## config.mk

```make
export PLATFORM = sky130hd
export DESIGN_NAME = enhanced_pll_control
export DESIGN_NICKNAME = d
export VERILOG_FILES = /design/src/design/enhanced_pll_control.v
export VERILOG_INCLUDE_DIRS = /design/src /design/src/design
export SDC_FILE = /design/constraint.sdc
export NUM_CORES = 2
export LEC_CHECK = 0
export ABC_AREA = 1
export BUFFER_PORTS_ARGS = -buffer_cell sky130_fd_sc_hd__buf_2
export CAP_MARGIN = 20
export CORE_UTILIZATION = 40
export DETAILED_ROUTE_END_ITERATION = 7
export PLACE_DENSITY = 0.6
export SETUP_SLACK_MARGIN = 0.15
export SLEW_MARGIN = 20
export SYNTH_ARGS = -nofsm -noshare
export SYNTH_HDL_FRONTEND = slang
export SYNTH_SLANG_ARGS = --single-unit
```

## constraint.sdc

```tcl
create_clock -name REF_CLK -period 4.3 [get_ports REF_CLK]
set_input_delay 0.43 -clock REF_CLK [delete_from_list [all_inputs] [get_ports REF_CLK]]
set_output_delay 0.43 -clock REF_CLK [all_outputs]
set_load 0.01 [all_outputs]
```

## src/design/pll_regs.vh

```
// Register map, field positions, reset values and timing constants of the PLL control block
`ifndef PLL_REGS_VH
`define PLL_REGS_VH

// ==========================================================
// Register byte offsets
`define CTRL_OFS 6'h00
`define DIV_OFS 6'h04
`define STAT_OFS 6'h08
`define SCAN_OFS 6'h0C
`define POST_BASE 6'h10
`define POST_END 6'h38
`define POST_BASE_IDX 4'h4

// ==========================================================
// Control register fields
`define CTRL_AUTO 0
`define CTRL_EXTFB 1
`define CTRL_DIFF 2
`define CTRL_INV 3
`define CTRL_RST 32'h00000004

// ==========================================================
// Divider register fields, values stored as factor minus one
`define DIV_N_LSB 0
`define DIV_M_LSB 16
`define DIV_RST 32'h00000000

// ==========================================================
// Post-scale register fields
`define POST_DUTY50 10
`define POST_HI_LSB 12
`define POST_RST 21'h000401

// ==========================================================
// Status register fields
`define ST_LOCK 0
`define ST_LOSS 1
`define ST_BAD0 2
`define ST_BAD1 3
`define ST_ACT 4
`define ST_UP 5
`define ST_DN 6

// ==========================================================
// Synchroniser lanes
`define S_FBIN 2
`define S_ENA 3
`define S_SCLK 4
`define S_SDATA 5
`define S_SWITCH 6

// ==========================================================
// Counter layout and timing
`define G0_IDX 2
`define EXT_IDX 6
`define CLK_PERIOD_NS 25
`define LOSS_TIME_NS 1000
`define LOSS_CYC 16'h0028 // LOSS_TIME_NS over CLK_PERIOD_NS, rounded up
`define LOCK_WIN 16'h0004
`define LOCK_CNT 8'h10
`define NCO_RST 16'h1000
`define NCO_STEP 16'h0010
`define NCO_MIN 16'h0040
`define NCO_MAX 16'hFF00

`endif

```

## src/design/enhanced_pll_control.v

```verilog
// Digital control, switchover, scan chain and counter synthesis of an enhanced PLL
//
// Decided for this implementation: the register addresses and the strobed register port.
`timescale 1ns/1ps
`include "pll_regs.vh"

// ==========================================================
// Summary of operation
// - Loop runs only while the synchronised enable pin is high.
// - Manual reference switchover starts only on a rising edge of the swap request.
// - Loop reset holds the loop and restarts every divider counter aligned.
// - Each of six internal clock outputs toggles only while its gate is high.
// - Each of four external outputs has its own gate, only on multi-pin PLLs.
// - Detector up and down reach the loop only while the detector gate is high.
// - Scan chain shifts in one serial data bit per scan clock rising edge.
// - Chain clear input high clears every scan chain register.
// - Serial scan output shows the last chain stage.
// - Source loss flag rises when the active reference is found dead.
// - Two dead-source flags, bit 1 for reference 1, bit 0 for reference 0.
// - Lock indication is high once the loop has achieved lock.
// - Active clock output is 1 for reference 0, 0 for reference 1.
// - Reference is divided by n, feedback by m, so VCO tends to fin*m/n.
// - Every internal clock and every external pair has its own post-scale counter dividing the VCO.
// - One n and one m counter, each taking factors 1 to 512.
// - Post-scale counters: two regional, four global, four external.
// - Post-scale range 1 to 1024 at 50% duty, else 1 to 512.
// - On single-output PLLs the g0 counter drives that pin.
// - External feedback pin replaces internal feedback, multi-pin PLLs only.
// - Primary and secondary references come from pins, chosen one feeds n.
// - External counters drive four differential pairs or eight single pins.

module enhanced_pll_control #(
    parameter HAS_EXT_OUT = 1,
    parameter HAS_SINGLE_OUT = 0,
    parameter SCAN_LEN = 64,
    parameter [15:0] LOSS_CYCLES = `LOSS_CYC,
    parameter [7:0] LOCK_COUNT = `LOCK_CNT
) (
    input wire REF_CLK,
    input wire SYS_RST,
    input wire [1:0] INCLK,
    input wire FBIN,
    input wire PLLENA,
    input wire CLKSWITCH,
    input wire ARESET,
    input wire [5:0] CLKENA,
    input wire [3:0] EXTCLKENA,
    input wire PFDENA,
    input wire SCANCLK,
    input wire SCANDATA,
    input wire SCANACLR,
    input wire [5:0] ADDR,
    input wire [31:0] WDATA,
    input wire WR,
    input wire RD,
    output reg [31:0] RDATA,
    output reg [5:0] CLK,
    output reg [3:0] PLL_OUTP,
    output reg [3:0] PLL_OUTN,
    output reg SINGLE_PIN_CLOCK_OUT,
    output reg CLKLOSS,
    output reg [1:0] CLKBAD,
    output reg LOCKED,
    output reg ACTIVECLOCK,
    output wire SCANDATAOUT
);

    localparam NSYNC = 7;
    localparam NUM_POST = 10;
    localparam NUM_INT = 6;
    localparam NUM_EXT = 4;

    // ==========================================================
    // Helper functions

    // Counter step that wraps to zero at the programmed limit
    function [9:0] wrap;
        input [9:0] c;
        input [9:0] lim;
        begin
            wrap = (c >= lim) ? 10'h000 : c + 10'h001;
        end
    endfunction

    // Post-scale limit; a non-50% duty setting caps the factor at 512
    function [9:0] post_lim;
        input [20:0] cfg;
        begin
            post_lim = cfg[`POST_DUTY50] ? cfg[9:0] : {1'b0, cfg[8:0]};
        end
    endfunction

    // Output level for a counter value; odd 50% factors round high time down
    function post_level;
        input [9:0] c;
        input [20:0] cfg;
        reg [10:0] half;
        begin
            half = ({1'b0, cfg[9:0]} + 11'h001) >> 1;
            if (cfg[`POST_DUTY50])
                post_level = ({1'b0, c} < half);
            else
                post_level = (c[8:0] <= cfg[`POST_HI_LSB+8:`POST_HI_LSB]);
        end
    endfunction

    function post_hit;
        input [5:0] a;
        begin
            post_hit = (a >= `POST_BASE) && (a < `POST_END) && (a[1:0] == 2'b00);
        end
    endfunction

    function [3:0] post_idx;
        input [5:0] a;
        begin
            post_idx = a[5:2] - `POST_BASE_IDX;
        end
    endfunction

    // ==========================================================
    // Pin synchronisers: first stage is read only by the second
    reg [NSYNC-1:0] meta_r;
    reg [NSYNC-1:0] sync_r;
    reg [NSYNC-1:0] prev_r;
    wire [NSYNC-1:0] sin = {CLKSWITCH, SCANDATA, SCANCLK, PLLENA, FBIN, INCLK};
    wire [NSYNC-1:0] rise = sync_r & ~prev_r;
    wire [NSYNC-1:0] chg = sync_r ^ prev_r;

    always @(posedge REF_CLK) begin
        if (SYS_RST) begin
            meta_r <= {NSYNC{1'b0}};
            sync_r <= {NSYNC{1'b0}};
            prev_r <= {NSYNC{1'b0}};
        end else begin
            meta_r <= sin;
            sync_r <= meta_r;
            prev_r <= sync_r;
        end
    end

    // ==========================================================
    // Software registers
    reg [31:0] ctrl_r;
    reg [31:0] div_r;
    reg [20:0] post_cfg_r [0:NUM_POST-1];
    reg [SCAN_LEN-1:0] chain_r;
    // One loop index per process, so no variable has two drivers
    integer i;
    integer li;
    integer pi;
    integer oi;

    wire [9:0] n_val = {1'b0, div_r[`DIV_N_LSB+8:`DIV_N_LSB]};
    wire [9:0] m_val = {1'b0, div_r[`DIV_M_LSB+8:`DIV_M_LSB]};
    wire ext_fb = ctrl_r[`CTRL_EXTFB] & (HAS_EXT_OUT != 0);

    // Writes; a write to an unmapped offset is dropped
    always @(posedge REF_CLK) begin
        if (SYS_RST) begin
            ctrl_r <= `CTRL_RST;
            div_r <= `DIV_RST;
            for (i = 0; i < NUM_POST; i = i + 1)
                post_cfg_r[i] <= `POST_RST;
        end else if (WR) begin
            if (ADDR == `CTRL_OFS)
                ctrl_r <= {28'h0000000, WDATA[3:0]};
            if (ADDR == `DIV_OFS)
                div_r <= {7'h00, WDATA[`DIV_M_LSB+8:`DIV_M_LSB], 7'h00, WDATA[`DIV_N_LSB+8:`DIV_N_LSB]};
            if (post_hit(ADDR))
                post_cfg_r[post_idx(ADDR)] <= WDATA[20:0];
        end
    end

    // ==========================================================
    // Clock loss detection and switchover
    reg [15:0] loss_cnt_r [0:1];
    reg [1:0] bad_r;
    reg sel_r; // 0 selects reference 0
    wire loop_rst = SYS_RST | ARESET | ~sync_r[`S_ENA];
    wire swap_req = rise[`S_SWITCH];
    wire auto_sw = ctrl_r[`CTRL_AUTO] & bad_r[sel_r] & ~bad_r[~sel_r];

    // A reference with no level change for LOSS_CYCLES is declared dead
    always @(posedge REF_CLK) begin
        if (SYS_RST) begin
            loss_cnt_r[0] <= 16'h0000;
            loss_cnt_r[1] <= 16'h0000;
            bad_r <= 2'b00;
        end else begin
            for (li = 0; li < 2; li = li + 1) begin
                if (chg[li]) begin
                    loss_cnt_r[li] <= 16'h0000;
                    bad_r[li] <= 1'b0;
                end else if (loss_cnt_r[li] < LOSS_CYCLES) begin
                    loss_cnt_r[li] <= loss_cnt_r[li] + 16'h0001;
                end else begin
                    bad_r[li] <= 1'b1;
                end
            end
        end
    end

    // Manual swap on the edge, automatic swap only toward a live source
    always @(posedge REF_CLK) begin
        if (SYS_RST) begin
            sel_r <= 1'b0;
            CLKLOSS <= 1'b0;
            CLKBAD <= 2'b00;
            ACTIVECLOCK <= 1'b1;
        end else begin
            if (swap_req | auto_sw)
                sel_r <= ~sel_r;
            CLKLOSS <= bad_r[sel_r];
            CLKBAD <= bad_r;
            ACTIVECLOCK <= ~sel_r;
        end
    end

    // ==========================================================
    // Pre-scale and feedback counters
    reg [9:0] n_cnt_r;
    reg [9:0] m_cnt_r;
    reg ref_tick_r;
    reg fb_int_r;
    reg vco_tick_r;
    wire ref_rise = rise[sel_r];
    wire fb_tick = ext_fb ? rise[`S_FBIN] : fb_int_r;

    always @(posedge REF_CLK) begin
        if (loop_rst) begin
            n_cnt_r <= 10'h000;
            m_cnt_r <= 10'h000;
            ref_tick_r <= 1'b0;
            fb_int_r <= 1'b0;
        end else begin
            ref_tick_r <= ref_rise & (n_cnt_r >= n_val);
            if (ref_rise)
                n_cnt_r <= wrap(n_cnt_r, n_val);
            fb_int_r <= vco_tick_r & (m_cnt_r >= m_val);
            if (vco_tick_r)
                m_cnt_r <= wrap(m_cnt_r, m_val);
        end
    end

    // ==========================================================
    // Phase frequency detector, lock detect and VCO model
    reg up_r;
    reg dn_r;
    reg [15:0] err_r;
    reg [7:0] lock_cnt_r;
    reg [15:0] inc_r;
    reg [15:0] acc_r;
    wire up_nxt = up_r | ref_tick_r;
    wire dn_nxt = dn_r | fb_tick;
    wire pfd_up = up_r & PFDENA;
    wire pfd_dn = dn_r & PFDENA;
    wire [16:0] acc_nxt = {1'b0, acc_r} + {1'b0, inc_r};

    // Both flags set means the edges paired; the gap between them is the error
    always @(posedge REF_CLK) begin
        if (loop_rst) begin
            up_r <= 1'b0;
            dn_r <= 1'b0;
            err_r <= 16'h0000;
            lock_cnt_r <= 8'h00;
        end else if (up_nxt & dn_nxt) begin
            up_r <= 1'b0;
            dn_r <= 1'b0;
            err_r <= 16'h0000;
            if (err_r > `LOCK_WIN)
                lock_cnt_r <= 8'h00;
            else if (lock_cnt_r < LOCK_COUNT)
                lock_cnt_r <= lock_cnt_r + 8'h01;
        end else begin
            up_r <= up_nxt;
            dn_r <= dn_nxt;
            if ((up_r | dn_r) && err_r != 16'hFFFF)
                err_r <= err_r + 16'h0001;
        end
    end

    // Lock is cleared at once by reset or disable and returns only via the counter
    always @(posedge REF_CLK) begin
        if (loop_rst)
            LOCKED <= 1'b0;
        else
            LOCKED <= (lock_cnt_r == LOCK_COUNT);
    end

    // Integrating control: each cycle of gated error nudges the VCO rate
    always @(posedge REF_CLK) begin
        if (loop_rst) begin
            inc_r <= `NCO_RST;
            acc_r <= 16'h0000;
            vco_tick_r <= 1'b0;
        end else begin
            acc_r <= acc_nxt[15:0];
            vco_tick_r <= acc_nxt[16];
            if (pfd_up && !pfd_dn && inc_r < `NCO_MAX)
                inc_r <= inc_r + `NCO_STEP;
            else if (pfd_dn && !pfd_up && inc_r > `NCO_MIN)
                inc_r <= inc_r - `NCO_STEP;
        end
    end

    // ==========================================================
    // Post-scale counters: 0-1 regional, 2-5 global, 6-9 external
    reg [9:0] post_cnt_r [0:NUM_POST-1];
    reg [NUM_POST-1:0] lvl_r;

    // All counters restart from zero together so outputs come back aligned
    always @(posedge REF_CLK) begin
        if (loop_rst) begin
            lvl_r <= {NUM_POST{1'b0}};
            for (pi = 0; pi < NUM_POST; pi = pi + 1)
                post_cnt_r[pi] <= 10'h000;
        end else if (vco_tick_r) begin
            for (pi = 0; pi < NUM_POST; pi = pi + 1) begin
                post_cnt_r[pi] <= wrap(post_cnt_r[pi], post_lim(post_cfg_r[pi]));
                lvl_r[pi] <= post_level(wrap(post_cnt_r[pi], post_lim(post_cfg_r[pi])), post_cfg_r[pi]);
            end
        end
    end

    // ==========================================================
    // Gated outputs; a gated-off output parks low
    always @(posedge REF_CLK) begin
        if (SYS_RST) begin
            CLK <= 6'h00;
            PLL_OUTP <= 4'h0;
            PLL_OUTN <= 4'h0;
            SINGLE_PIN_CLOCK_OUT <= 1'b0;
        end else begin
            CLK <= lvl_r[NUM_INT-1:0] & CLKENA;
            for (oi = 0; oi < NUM_EXT; oi = oi + 1) begin
                if (EXTCLKENA[oi] && HAS_EXT_OUT != 0) begin
                    PLL_OUTP[oi] <= lvl_r[`EXT_IDX+oi];
                    if (ctrl_r[`CTRL_DIFF] | ctrl_r[`CTRL_INV])
                        PLL_OUTN[oi] <= ~lvl_r[`EXT_IDX+oi];
                    else
                        PLL_OUTN[oi] <= lvl_r[`EXT_IDX+oi];
                end else begin
                    PLL_OUTP[oi] <= 1'b0;
                    PLL_OUTN[oi] <= 1'b0;
                end
            end
            SINGLE_PIN_CLOCK_OUT <= (HAS_SINGLE_OUT != 0) & lvl_r[`G0_IDX];
        end
    end

    // ==========================================================
    // Reconfiguration scan chain, clocked by the synchronised scan clock edge
    always @(posedge REF_CLK) begin
        if (SYS_RST | SCANACLR)
            chain_r <= {SCAN_LEN{1'b0}};
        else if (rise[`S_SCLK])
            chain_r <= {chain_r[SCAN_LEN-2:0], sync_r[`S_SDATA]};
    end

    assign SCANDATAOUT = chain_r[SCAN_LEN-1];

    // ==========================================================
    // Read port: data stands one cycle after the strobe and reads zero otherwise
    always @(posedge REF_CLK) begin
        if (SYS_RST || !RD) begin
            RDATA <= 32'h00000000;
        end else if (ADDR == `CTRL_OFS) begin
            RDATA <= ctrl_r;
        end else if (ADDR == `DIV_OFS) begin
            RDATA <= div_r;
        end else if (ADDR == `STAT_OFS) begin
            RDATA <= 32'h00000000;
            RDATA[`ST_LOCK] <= LOCKED;
            RDATA[`ST_LOSS] <= CLKLOSS;
            RDATA[`ST_BAD0] <= CLKBAD[0];
            RDATA[`ST_BAD1] <= CLKBAD[1];
            RDATA[`ST_ACT] <= ACTIVECLOCK;
            RDATA[`ST_UP] <= pfd_up;
            RDATA[`ST_DN] <= pfd_dn;
        end else if (ADDR == `SCAN_OFS) begin
            RDATA <= chain_r[31:0];
        end else if (post_hit(ADDR)) begin
            RDATA <= {11'h000, post_cfg_r[post_idx(ADDR)]};
        end else begin
            RDATA <= 32'h00000000;
        end
    end

endmodule

```

; ---- After elaboration in Yosys (flattened, before gate mapping)
; Memories as Yosys holds them, arrays and structs flattened.
; Index checks and enable logic that the tools add are counted.
[classes]
add_sub_neg = 30
order_cmp = 43
eq_ne = 5
muxes = 94
bitwise_logic = 44
n_reduce_logical = 28
[ops]
columns = op, n
row1 = 10-bit 2-to-1 mux, 32
row2 = "10-bit by 1-bit adder with 10-bit output, second input constant", 12
row3 = "10-bit by 1-bit adder with 11-bit output, second input constant", 10
row4 = 10-bit >= comparator, 10
row5 = 10-bit < comparator, 10
row6 = 16-bit 2-to-1 mux, 6
row7 = 9-bit <= comparator, 10
row8 = 25-bit 2-to-1 mux, 2
row9 = "16-bit by 1-bit adder with 16-bit output, second input constant", 3
row10 = 1-bit 2-to-1 mux, 47
row11 = 21-bit 2-to-1 mux, 2
row12 = "16-bit by 6-bit < comparator with 1-bit output, second input constant", 2
row13 = 32-bit 2-to-1 mux, 1
row14 = 1-bit bitwise OR, 22
row15 = 21-bit OR reduction, 1
row16 = 10-bit by 9-bit >= comparator with 1-bit output, 2
row17 = 16-bit by 16-bit adder with 17-bit output, 1
row18 = "16-bit by 5-bit adder with 16-bit output, second input constant", 1
row19 = "16-bit by 3-bit greater-than comparator with 1-bit output, second input constant", 1
row20 = "16-bit by 7-bit greater-than comparator with 1-bit output, second input constant", 1
row21 = "16-bit < comparator, second input constant", 1
row22 = 8-bit 2-to-1 mux, 2
row23 = "16-bit inequality test, second input constant", 1
row24 = 2-bit OR reduction, 8
row25 = other kinds (26), 56
[totals]
register_bits = 252
ram_bits = 342
word_cells = 284
memories = 3
[memory_table]
columns = memory, words, word_bits, read_ports, rd_ports_with_merged_regs, wr, line
row1 = post_cfg_r, 10, 21, 11, 0, 10, enhanced_pll_control.v:146  ; reg [20:0] post_cfg_r [0:NUM_POST-1];
row2 = post_cnt_r, 10, 10, 10, 0, 10, enhanced_pll_control.v:309  ; reg [9:0] post_cnt_r [0:NUM_POST-1];
row3 = loss_cnt_r, 2, 16, 2, 0, 2, enhanced_pll_control.v:177  ; reg [15:0] loss_cnt_r [0:1];

; ---- Logic depth before layout (Yosys ltp)
[depth]
depth_word = 9
ltp_mapped = 21

; ---- Worst setup path before layout
; No wires, ideal clock.
[synth_path]
path_type = input -> register
from = input port ADDR[4]
to = memory post_cfg_r[9][0] (enable)
setup_time_ns = 0.459
t_arrival_ns = 4.037
setup_slack_ns = -0.196
path_stages = 7
cell_sequence = buf_2 inv_2 buf_2 buf_1 ha_1 clkbuf_1 o41ai_1
[synth_lines]
columns = element, line
row1 = "start, declared", enhanced_pll_control.v:52  ; input wire [5:0] ADDR,
row2 = "end, declared", enhanced_pll_control.v:146

==> flow_summary.toml <==
[outcome]
status = "complete, no violations"

[worst_hold_path]
hp-class = "in -> reg"
min_from = "CLKENA[5]"

[setup_path]
critPathArrivalTime_ps = 4130
path_buf_inv = 2
r2r-end = "lvl_r[7]$_SDFFE_PP0P_"
cp-startpoint = "post_cfg_r[7][3]$_SDFFCE_PN0P_"
end_kind = "flip-flop"
cp_num_cells = 17
start_kind = "flip-flop"
cp_max_fo = 17
worst_path_most_repeated_cell = "nand2_1"
path_cells = "inv_1 > ha_1 > nand2_1 > nand2_1 > nand2_1 > nand2_1 > a21oi_1 > nand2_1 > nor3_1 > ha_1 > nand2_1 > inv_1 > and3_1 > a41oi_1 > nand2_1 > nand3_1 > nand2_1"
required_ps = 4840
slowest_delay_ps = 640
slowest_stage = "nor3_1"
worstSetupPathType = "reg -> reg"
worstRegToRegCells = 17
cp-endpoint = "lvl_r[7]$_SDFFE_PP0P_"
crit_family = "simple AND/OR/NAND/NOR gates"
reg2reg_slack_ps = 710
reg2reg_from = "post_cfg_r[7][3]$_SDFFCE_PN0P_"

[drt]
firstDrtPassIters = 8
avgRoutedWirePerCell_um = 18.7
drt_iter0_markers = 2598
routed_via_density = 5.24
drc = 0
vias = 31242
finalWirelength_um = 111000
ant_nets = 0

[grt]
grtUsageTotal_pct = 22.2
grt_start_max_net_pins = 101
overflow = 0
grt_pass1_wl_um = 171000
antenna_found_initial = 9
first_global_vias = 29936

[floorplan]
coreArea_um2 = 97000
die_y_um = 315
initial_utilization_pct = 40.5
dieWidth_um = 315
num_io_pins = 115
dieArea_um2 = 99500
row_count = 114

[job]
maxCapViolations = 0

[layout]
syn2layout_area_growth_pct = 12.9
fill_cells = 9427
drive_above_1_share_pct = 8.08
nets = 5022
final_area_um2 = 44300
postLayoutCoreUtil_pct = 45.7

[synth]
yosysTopAreaCellShare_pct = 35.8
yosysUniqueCellTypes = 61
synth_flop_cell = "edfxtp_1"
synthArstFlopShare_pct = 0
ys_warn_count = 0
yosys-top-cells-count = "737 x nand2_1, 620 x nor2_1, 598 x inv_1, 468 x edfxtp_1, 342 x ha_1"
netlist_top_cells_area = "edfxtp_1 36%, dfxtp_1 12%, ha_1 11%"
synthAdderAreaFrac_pct = 11.0
yosysSeqAreaShare_pct = 48.1
synth_edf_count = 468
yosysMostFrequentCell = "nand2_1"
syn_inst = 4464
synth_top_family_by_area = "simple AND/OR/NAND/NOR gates"
synth-simple-area-share_pct = 19.9
syn-cell-area_um2 = 39300
synth_area_leader_cell = "edfxtp_1"
synth_seq_cells = 710
avgSynthCellArea_um2 = 8.80
synthMuxAreaShare_pct = 0
synth_compound_area_share_pct = 10.1
yosys.area_share.xor_xnor_pct = 3.17

[sta]
fmax_mhz = 279
finClkSkew_ps = 47.7
setup_viol = 0
tns_ps = 0
worstMarginPinSlew_ps = 975
period_needed_ps = 3590
fin_crit_sh_pct = 83.5
hold_viol = 0
slew_viol_final = 0
relSlewSlack_pct = 34.0
rsz0062_at_grt = "false"

[cts]
cts_tree = "yes"
cts_sinks = 710
insertion_delay_ps = 670
clk_pin_slew_ps = 60
cts_made_buffers = 80
htreeDepth = 3
root_buffer = "clkbuf_16"
clockBufferDepth = 3
cts_resized = 0

[place]
gp_congestion = 0.902
hpwl_um = 81400
portBuffers = 106
dpl_cell_area_um2 = 41400

[pwr]
worst_ir_drop_vdd_mv = 0.314
p_leak_uw = 0.0187
powerDensity_nw_per_um2 = 361
==> how the worst min path moves through the flow <==
| stage | cells after the start | slack, ps | endpoint |
|---|---|---|---|
| floorplan | 2 | 390 | sync_r[0]$_SDFF_PP0_ |
| global placement | 2 | 390 | sync_r[3]$_SDFF_PP0_ |
| detailed placement | 2 | 390 | sync_r[6]$_SDFF_PP0_ |
| CTS | 3 | 2 | CLK[5]$_SDFF_PP0_ |
| global route | 3 | 30 | CLK[5]$_SDFF_PP0_ |
| finish | 3 | 30 | CLK[5]$_SDFF_PP0_ |
==> worst min-delay path, cell delays in order <==
cell	delay, ps
buf_2	100
nand2_1	50
nor2_1	30
==> placed cells by master, fill, tap and decap left out, drive strengths merged, types with 9 or more instances in the layout <==
master,Yosys,final
xor2,116,116
o22ai,43,43
nor2,639,639
nor4,36,36
nand4,74,74
ha,342,342
dfxtp,242,242
o221ai,10,10
nor3,132,132
buf,64,170
a22oi,40,40
clkbuf,70,106
nand3,174,174
or2,20,20
inv,619,621
o211ai,34,34
and3,10,10
a211oi,17,17
xnor2,26,26
o311ai,11,11
clkinv,2,27
a21oi,276,276
a21o,10,10
o21ai,173,173
edfxtp,468,468
conb,1,21
o2111ai,17,17
nand2,740,740
bufinv,0,9
dlygate4sd3,0,14
==> through the flow <==
| step | hold WS [ps] | cells | worst slack, ps | power [uW] |
|---|---|---|---|---|
| CTS | 1.59 | 5956 | 780 | 16100 |
| global placement | 390 | 5796 | 864 | 8850 |
| global route | 33.1 | 5959 | 412 | 16500 |
| detailed placement | 392 | 5796 | 827 | 8880 |
| finish | 28.6 | 5961 | 712 | 16000 |
| floorplan | 388 | 4484 | 749 | 8400 |
==> power breakdown <==
| group | total (uW) | internal, uW | switching [uW] | leakage [uW] |
|---|---|---|---|---|
| registers | 7560 | 7420 | 143 | 0.00644 |
| logic | 1210 | 372 | 835 | 0.0109 |
| clock network | 7240 | 4240 | 3010 | 0.00135 |
| total | 16000 | 12000 | 3990 | 0.0187 |
==> final cells by class <==
type                    count  area [um2]  share of cell area [%]
diodes                      5        12.5                  0.0282
clock buffers             106        2220                    5.01
clock inverters            40         578                    1.30
inverters                 621        2330                    5.27
multi-input cells        3019       17500                    39.4
flip-flops and latches    710       18900                    42.6
well taps                1276        1600                    3.60
repair buffers            184        1210                    2.74
==> flip-flops by register name (all words and copies together), names as in the netlist, 2 cells and up <==
| name | flops |
|---|---|
| lock_cnt_r | 8 |
| post_cnt_r | 100 |
| chain_r | 64 |
| RDATA | 32 |
| prev_r | 5 |
| m_cnt_r | 10 |
| lvl_r | 10 |
| n_cnt_r | 10 |
| err_r | 16 |
| bad_r | 2 |
| CLK | 6 |
| inc_r | 12 |
| div_r | 18 |
| PLL_OUTP | 4 |
| ctrl_r | 4 |
| meta_r | 7 |
| acc_r | 12 |
| post_cfg_r | 336 |
| PLL_OUTN | 4 |
| CLKBAD | 2 |
| sync_r | 7 |
| loss_cnt_r | 32 |
==> what timing repair did <==
action / in CTS / in global routing
hold buffers: 14 / 0
setup buffers: 0 / 0
hold endpoints to repair: 15 / 0
==> cells by family after synthesis <==
kind of cell / count (synthesis)
other: 1
adders and majority gates: 344
DFF: 710
buffers and inverters: 755
and+or+nand+nor: 1835
xor gates and xnor gates: 142
AOI/OAI and AO/OA: 677
==> per-layer routing <==
metal	up-vias	global-route usage, %	wire length [um]
li1	15394	-	-
met1	14691	30.7	49800
met2	968	35.6	50300
met3	177	3.35	7670
met4	12	7.80	3420
met5	-	0	79
No activity file was read; power rests on OpenSTA's default activity.
